===== src/include/tx_desc_pkg.sv =====
// package for the transmit descriptor handler: word 0 field layout, codes, types
// assumes a 32-bit descriptor word 0 and a 9-bit frame status vector
package tx_desc_pkg;

  localparam int OWN_BIT     = 31;
  localparam int RING_END    = 30;
  localparam int FPOS_HI     = 29;
  localparam int FPOS_LO     = 28;
  localparam int FERR_BIT    = 27;
  localparam int WBIRQ_BIT   = 26;
  localparam int STAT_W      = 9;
  localparam int STAT_HI     = 8;
  localparam int ADDR_W      = 32;
  localparam int RESET_ADDR  = 0;
  localparam int DESC_STRIDE = 16;

  localparam logic [1:0] FPOS_MIDDLE = 2'h0;
  localparam logic [1:0] FPOS_END    = 2'h1;
  localparam logic [1:0] FPOS_START  = 2'h2;
  localparam logic [1:0] FPOS_SINGLE = 2'h3;

  // decoded first descriptor word
  typedef struct packed {
    logic       owned;
    logic       last_entry;
    logic [1:0] frame_pos;
    logic       frame_err;
    logic       wb_irq_req;
    logic [25:0] other;
  } tx_descriptor_word0_t;

  // frame path result for one buffer
  typedef struct packed {
    logic              aborted;
    logic [STAT_W-1:0] frame_status_bits;
  } frame_result_t;

endpackage


===== src/verilog/tx_descriptor_handler.sv =====
// transmit descriptor handler: fetches word 0, runs the frame path, writes status back
// assumes a single-beat memory port with request/ack and a frame path with start/done
`timescale 1ns/1ns
module tx_descriptor_handler
(
  // clock and reset
  input  wire logic                              clk,
  input  wire logic                              rst,
  input  wire logic                              ce,
  // control
  input  wire logic                              tx_start,
  input  wire logic [31:0]                       ring_base,
  input  wire logic [7:0]                        status_copy_mask,
  input  wire logic                              tx_irq_mode_select,
  // descriptor memory
  output logic                                   mem_req_ff,
  output logic                                   mem_write_ff,
  output logic [31:0]                            mem_addr_ff,
  output logic [31:0]                            mem_wdata_ff,
  input  wire logic                              mem_ack,
  input  wire logic [31:0]                       mem_rdata,
  // frame path
  output logic                                   frame_start_ff,
  output logic [1:0]                             frame_position_ff,
  output logic                                   frame_first_ff,
  output logic                                   frame_last_ff,
  input  wire logic                              frame_done,
  input  wire tx_desc_pkg::frame_result_t        frame_result,
  // status
  output logic                                   writeback_irq_ff,
  output logic                                   active_ff,
  output logic                                   frame_error_seen_ff
);

  typedef enum logic [2:0] {IDLE, FETCH, SEND, WRITE, NEXT} state_t;

  state_t                            state_ff;
  tx_desc_pkg::tx_descriptor_word0_t desc_ff;
  tx_desc_pkg::frame_result_t        result_ff;
  tx_desc_pkg::tx_descriptor_word0_t wb_word;
  logic                              wb_err;
  logic [31:0]                       cur_addr_ff;
  logic                              kick_ff;

  tx_desc_status u_status
  (
    .fetched          (desc_ff),
    .result           (result_ff),
    .status_copy_mask (status_copy_mask),
    .writeback        (wb_word),
    .frame_error_flag (wb_err)
  );

  // a kick arriving mid-walk is held so it is not lost while stalled;
  // a kick seen in idle starts the walk directly and is not held, else the
  // walk would fetch the stalled slot once more after it stops
  always_ff @(posedge clk)
  begin
    if (rst)
      kick_ff <= 1'b0;
    else if (ce)
    begin
      if (tx_start && (state_ff != IDLE))
        kick_ff <= 1'b1;
      else if (state_ff == IDLE)
        kick_ff <= 1'b0;
    end
  end

  // descriptor walk
  always_ff @(posedge clk)
  begin
    if (rst)
    begin
      state_ff     <= IDLE;
      cur_addr_ff  <= 32'(tx_desc_pkg::RESET_ADDR);
      desc_ff      <= '0;
      result_ff    <= '0;
      mem_req_ff   <= 1'b0;
      mem_write_ff <= 1'b0;
      mem_addr_ff  <= 32'h0;
      mem_wdata_ff <= 32'h0;
      active_ff    <= 1'b0;
    end
    else if (ce)
    begin
      unique case (state_ff)
        IDLE:
        begin
          if (tx_start || kick_ff)
          begin
            // resume from the stalled slot, not the ring base
            state_ff   <= FETCH;
            mem_req_ff <= 1'b1;
            mem_write_ff <= 1'b0;
            mem_addr_ff  <= cur_addr_ff;
            active_ff  <= 1'b1;
          end
        end
        FETCH:
        begin
          if (mem_ack)
          begin
            mem_req_ff <= 1'b0;
            desc_ff    <= mem_rdata;
            if (mem_rdata[tx_desc_pkg::OWN_BIT])
              state_ff <= SEND;
            else
            begin
              state_ff  <= IDLE;
              active_ff <= 1'b0;
            end
          end
        end
        SEND:
        begin
          if (frame_done)
          begin
            result_ff <= frame_result;
            state_ff  <= WRITE;
          end
        end
        WRITE:
        begin
          if (!mem_req_ff)
          begin
            mem_req_ff   <= 1'b1;
            mem_write_ff <= 1'b1;
            mem_addr_ff  <= cur_addr_ff;
            mem_wdata_ff <= wb_word;
          end
          else if (mem_ack)
          begin
            mem_req_ff   <= 1'b0;
            mem_write_ff <= 1'b0;
            state_ff     <= NEXT;
          end
        end
        NEXT:
        begin
          if (desc_ff.last_entry)
            cur_addr_ff <= ring_base;
          else
            cur_addr_ff <= cur_addr_ff + 32'(tx_desc_pkg::DESC_STRIDE);
          state_ff     <= FETCH;
          mem_req_ff   <= 1'b1;
          mem_addr_ff  <= desc_ff.last_entry ? ring_base
                          : cur_addr_ff + 32'(tx_desc_pkg::DESC_STRIDE);
        end
        default:
          state_ff <= IDLE;
      endcase
    end
  end

  // frame path hand-off: decode position into first/last of frame
  always_ff @(posedge clk)
  begin
    if (rst)
    begin
      frame_start_ff    <= 1'b0;
      frame_position_ff <= tx_desc_pkg::FPOS_MIDDLE;
      frame_first_ff    <= 1'b0;
      frame_last_ff     <= 1'b0;
    end
    else if (ce)
    begin
      frame_start_ff <= (state_ff == FETCH) && mem_ack && mem_rdata[tx_desc_pkg::OWN_BIT];
      if ((state_ff == FETCH) && mem_ack)
      begin
        frame_position_ff <= mem_rdata[tx_desc_pkg::FPOS_HI:tx_desc_pkg::FPOS_LO];
        frame_first_ff    <= mem_rdata[tx_desc_pkg::FPOS_HI];
        frame_last_ff     <= mem_rdata[tx_desc_pkg::FPOS_LO];
      end
    end
  end

  // one-cycle irq after the write-back is acknowledged
  always_ff @(posedge clk)
  begin
    if (rst)
      writeback_irq_ff <= 1'b0;
    else if (ce)
      writeback_irq_ff <= (state_ff == WRITE) && mem_req_ff && mem_ack
                          && desc_ff.wb_irq_req && tx_irq_mode_select;
  end

  // sticky error indicator, cleared only by a kick seen in idle, not by a held kick
  always_ff @(posedge clk)
  begin
    if (rst)
      frame_error_seen_ff <= 1'b0;
    else if (ce)
    begin
      if ((state_ff == WRITE) && !mem_req_ff && wb_err)
        frame_error_seen_ff <= 1'b1;
      else if (tx_start && state_ff == IDLE)
        frame_error_seen_ff <= 1'b0;
    end
  end

  chk_wb_owner_clear: assert property (@(posedge clk) disable iff (rst)
    (mem_req_ff && mem_write_ff) |-> !mem_wdata_ff[tx_desc_pkg::OWN_BIT])
    else $error("write-back keeps ownership set");

  chk_wb_error_flag: assert property (@(posedge clk) disable iff (rst)
    (mem_req_ff && mem_write_ff && result_ff.frame_status_bits[tx_desc_pkg::STAT_HI])
    |-> mem_wdata_ff[tx_desc_pkg::FERR_BIT])
    else $error("status bit eight did not set error");

  chk_mask_blocks_low: assert property (@(posedge clk) disable iff (rst)
    (mem_req_ff && mem_write_ff && !result_ff.aborted
     && result_ff.frame_status_bits[tx_desc_pkg::STAT_HI] == 1'b0
     && (result_ff.frame_status_bits[7:0] & ~status_copy_mask) == 8'h00)
    |-> !mem_wdata_ff[tx_desc_pkg::FERR_BIT])
    else $error("masked low status set error");

  chk_irq_cause: assert property (@(posedge clk) disable iff (rst)
    writeback_irq_ff |-> $past(mem_ack) && $past(mem_write_ff)
                         && desc_ff.wb_irq_req && $past(tx_irq_mode_select))
    else $error("irq without write-back request");

  chk_unowned_stop: assert property (@(posedge clk) disable iff (rst || !ce)
    (state_ff == FETCH && mem_ack && !mem_rdata[tx_desc_pkg::OWN_BIT])
    |=> (state_ff == IDLE && !mem_req_ff))
    else $error("fetch continued past unowned descriptor");

  chk_ring_wrap: assert property (@(posedge clk) disable iff (rst || !ce)
    (state_ff == NEXT && desc_ff.last_entry) |=> mem_addr_ff == ring_base)
    else $error("ring end did not wrap");

  chk_send_owned: assert property (@(posedge clk) disable iff (rst)
    frame_start_ff |-> desc_ff.owned)
    else $error("frame started on unowned descriptor");

  chk_wb_follows: assert property (@(posedge clk) disable iff (rst || !ce)
    (state_ff == SEND && frame_done) |=> ##1 (mem_req_ff && mem_write_ff))
    else $error("no write-back after frame");

  chk_position_copy: assert property (@(posedge clk) disable iff (rst)
    frame_start_ff |-> frame_position_ff == desc_ff.frame_pos)
    else $error("frame position mismatch");

endmodule


===== src/verilog/tx_desc_status.sv =====
// builds the write-back value of descriptor word 0 from the fetched word and frame result
// assumes fetched word and result are stable while it is sampled
`timescale 1ns/1ns
module tx_desc_status
(
  // inputs
  input  wire tx_desc_pkg::tx_descriptor_word0_t fetched,
  input  wire tx_desc_pkg::frame_result_t        result,
  input  wire logic [7:0]                        status_copy_mask,
  // outputs
  output tx_desc_pkg::tx_descriptor_word0_t      writeback,
  output logic                                   frame_error_flag
);

  logic [7:0] low_events;

  always_comb
  begin
    // low status events can be masked, bit eight always counts
    low_events       = result.frame_status_bits[7:0] & ~status_copy_mask;
    frame_error_flag = (|low_events) | result.frame_status_bits[tx_desc_pkg::STAT_HI]
                       | result.aborted;
    writeback          = fetched;
    writeback.owned    = 1'b0;
    writeback.frame_err = frame_error_flag;
    writeback.other    = {fetched.other[25:tx_desc_pkg::STAT_W],
                          result.frame_status_bits};
  end

endmodule


===== config.mk =====
export PLATFORM = sky130hd
export DESIGN_NAME = tx_descriptor_handler
export DESIGN_NICKNAME = d
export VERILOG_FILES = /design/src/include/tx_desc_pkg.sv /design/src/verilog/tx_descriptor_handler.sv /design/src/verilog/tx_desc_status.sv
export SDC_FILE = /design/constraint.sdc
export NUM_CORES = 1
export LEC_CHECK = 0
export ABC_AREA = 1
export BUFFER_PORTS_ARGS = -buffer_cell sky130_fd_sc_hd__buf_2
export CAP_MARGIN = 25
export CORE_MARGIN = 2
export CORE_UTILIZATION = 30
export DETAILED_ROUTE_END_ITERATION = 8
export PLACE_DENSITY = 0.52
export SYNTH_ARGS = -nofsm -noshare
export SYNTH_HDL_FRONTEND = slang
export SYNTH_SLANG_ARGS = --single-unit

===== constraint.sdc =====
create_clock -name clk -period 1.7 [get_ports clk]
set_input_delay 0.085 -clock clk [delete_from_list [all_inputs] [get_ports clk]]
set_output_delay 0.085 -clock clk [all_outputs]
set_load 0.01 [all_outputs]

==> results.json <==
{
  "status": "complete, no violations",
  "crit_arrival_ns": 1.89,
  "path_depth": 11,
  "fin_crit_sh_pct": 92.2,
  "synth_cells": 971,
  "maxCapViolations": 0,
  "grt_util_met3_pct": 4.94,
  "setup-violations-final": 0,
  "hold_viol_final": 0,
  "final_nets": 1277,
  "clk_latency_ns": 0.44,
  "io_pins": 163,
  "rows": 53,
  "drive_above_1_share_pct": 24.6,
  "regToRegEndpoint": "cur_addr_ff[22]$_SDFFE_PP0P_",
  "hp-class": "input pin to flip-flop",
  "cts_made_buffers": 17,
  "wl_per_cell_um": 14.0,
  "syn-cell-area_sq_um": 6510,
  "worst_ep_required_time_ns": 2.02,
  "dieArea_sq_um": 22900,
  "finalClockSkew_ns": 0.0199,
  "synth_edf_count": 0,
  "synthTopCellsByCount": "nand2_1 (191), nor2_1 (142), dfxtp_1 (138), o21ai_0 (128), a21oi_1 (122)",
  "clockBufferDepth": 2,
  "overflow": 0,
  "ys_async_sr_fraction_pct": 0,
  "grt_setup_unrepaired": "yes",
  "regToRegStartpoint": "cur_addr_ff[4]$_SDFFE_PP0P_",
  "dr_total_vias": 6886,
  "grtUsageMet2_pct": 31.5,
  "cp_top_family": "simple AND/OR/NAND/NOR gates",
  "syn_to_final_growth_pct": 38.5,
  "core_sq_um": 21200,
  "multi_input_area_sq_um": 3190,
  "synth-seq-cells": 138,
  "synth_top_area_share_pct": 42.4,
  "numPortBuffers": 151,
  "synthTopCellsByArea": "dfxtp_1 (42%), nand2_1 (11%), o21ai_0 (9.8%)",
  "fmax_mhz": 638,
  "synth_cell_types": 35,
  "synth_area_per_cell_sq_um": 6.70,
  "p_leak_uw": 0.00403,
  "num-fill-cells": 2235,
  "max_stage_delay_ns": 0.34,
  "grt_pass1_vias": 6590,
  "worstHoldPathCells": 4,
  "worstHoldEndpoint": "mem_addr_ff[1]$_SDFFE_PP0P_",
  "ys.flop_type": "dfxtp_1",
  "critical_path_class": "flip-flop to flip-flop",
  "drtPass1Iterations": 4,
  "crit_path_cell_trace": "ha_2 > buf_4 > nand3_2 > nor2_2 > nand2_2 > nor2_1 > nand2_1 > nand3_1 > nand2_1 > o21ai_0 > inv_1",
  "num_antenna_cells": 0,
  "cts_sinks": 138,
  "startpoint": "cur_addr_ff[4]$_SDFFE_PP0P_",
  "grt_max_degree": 47,
  "cts_tree": "done",
  "synth_nets": 1061,
  "power_density_nw_per_um2": 1080,
  "ff2ff_path_depth": 11,
  "clkTransAtPathRegs_ns": 0.06,
  "fin_crit_ns": 1.57,
  "wirelength_um": 20700,
  "start_util_pct": 30.8,
  "dpl.hpwl_um": 14400,
  "antenna_found_initial": 1,
  "crit_path_start_kind": "flip-flop",
  "avgViaCountPerCell": 4.67,
  "grt_usage_pct": 18.5,
  "first_iter_violations": 261,
  "antenna_left": 0,
  "htreeDepth": 4,
  "synth_sequential_area_ratio_pct": 42.4,
  "grt.met1_usage_pct": 22.7,
  "slowest_stage": "dfxtp_2",
  "finalMaxSlewViolations": 0,
  "worstHoldStart": "rst",
  "cpMostUsedCell": "nand2_1",
  "synth_most_common_cell": "nand2_1",
  "regArea_sq_um": 2780,
  "cp_max_fo": 4,
  "peakVddDrop_v": 0.000811,
  "fp.dieH_um": 151,
  "die_x_um": 151,
  "end_kind": "flip-flop",
  "root_buffer": "clkbuf_16",
  "drc": 0,
  "finalPower_uw": 9740,
  "ys_warn_count": 0,
  "tns_ns": 0,
  "grt.busiest_layer": "met2",
  "synth_top_area_cell": "dfxtp_1",
  "path_buf_inv": 2,
  "grt_pass1_wl_um": 33000,
  "finalWeightedCongestion": 0.868,
  "rrSetupSlack_ns": 0.13
}
==> worst register-to-register path, stage by stage, from the launching register on <==
cell and delay [ns]:
dfxtp_2 0.34, ha_2 0.19, buf_4 0.11, nand3_2 0.09, nor2_2 0.15, nand2_2 0.09
nor2_1 0.09, nand2_1 0.06, nand3_1 0.08, nand2_1 0.07, o21ai_0 0.14, inv_1 0.05
==> placed cells by master, fill, tap and decap left out, types with 2 or more instances in the layout <==
| cell type | instances |
|---|---|
| a21oi_1 | 122 |
| a31oi_1 | 4 |
| buf_12 | 8 |
| buf_2 | 151 |
| buf_4 | 48 |
| bufinv_16 | 3 |
| clkbuf_16 | 17 |
| dfxtp_1 | 128 |
| dfxtp_2 | 10 |
| dlygate4sd3_1 | 46 |
| inv_1 | 81 |
| inv_2 | 7 |
| inv_6 | 5 |
| inv_8 | 7 |
| mux2i_1 | 2 |
| nand2_1 | 189 |
| nand2_2 | 4 |
| nand3_1 | 44 |
| nand3_2 | 2 |
| nand4_1 | 4 |
| nor2_1 | 133 |
| nor2_2 | 11 |
| nor2_4 | 5 |
| o211ai_1 | 6 |
| o21ai_0 | 126 |
| o21ai_1 | 8 |
| o21bai_1 | 2 |
| o22ai_1 | 3 |
| or2_2 | 14 |
==> per-layer routing <==
layer / routed length (um) / part of all wire, %
met2: 9930 / 48
met3: 1310 / 6.3
met1: 9220 / 45
met5: 13 / 0.063
met4: 199 / 0.96
==> how the worst max path moves through the flow <==
stage | endpoint | slack [ns]
3_5_place_dp | cur_addr_ff[22]$_SDFFE_PP0P_ | 0.05
4_1_cts | cur_addr_ff[22]$_SDFFE_PP0P_ | 0.01
3_3_place_gp | cur_addr_ff[22]$_SDFFE_PP0P_ | 0.07
5_1_grt | mem_addr_ff[26]$_SDFFE_PP0P_ | -0.02
2_1_floorplan | cur_addr_ff[26]$_SDFFE_PP0P_ | 0.17
6_report | cur_addr_ff[22]$_SDFFE_PP0P_ | 0.13
==> sequential cells by signal (all words and copies together), names as in the netlist <==
signal	count
active_ff	1
mem_req_ff	1
writeback_irq_ff	1
mem_wdata_ff	31
frame_start_ff	1
kick_ff	1
frame_position_ff	2
frame_error_seen_ff	1
desc_ff	21
mem_write_ff	1
state_ff	3
mem_addr_ff	32
result_ff	10
cur_addr_ff	32
==> where the power goes <==
group	total [uW]	internal, uW	switching, uW
Combinational	1900	784	1120
Clock	4090	2400	1690
Sequential	3740	3550	196
==> metrics by stage <==
stage	setup slack (ns)	util (%)	area (sq um)	std cells	hold WS (ns)
after floorplan	0.169	-	6510	971	0.220
after global placement	0.0696	37.2	7860	1396	0.305
after detailed placement	0.0463	37.2	7860	1396	0.312
after CTS	0.0115	42.3	8960	1474	0.000238
after global routing	-0.0180	42.6	9020	1475	0.0217
final	0.132	42.6	9020	1475	0.00658
==> kinds of logic (layout without fill, tap and decap cells) <==
group,count (synthesis),in the layout,synth area share [%]
compound gates,274,274,21.7
simple gates,409,409,26.0
fa+ha+maj,1,1,0.192
xor+xnor,1,1,0.135
mux,2,2,0.308
buf+inv,145,374,9.17
other cells,1,1,0.0576
flops,138,138,42.4
==> area by class of cell <==
class / count / share of cell area (%)
timing repair buffer: 253 / 19.3
sequential: 138 / 30.8
inverter: 89 / 3.70
tap: 275 / 3.82
clock buffer: 17 / 4.72
multi-input combinational: 688 / 35.4
clock inverter: 15 / 2.36
==> what timing repair did <==
item                       4_1_cts  5_1_grt
setup endpoints to repair        0       57
buffers inserted                 0        1
hold endpoints to repair        48        0
resized for setup                0       27
hold buffers                    46        0
Note: power is estimated with default switching activity, not from simulation.
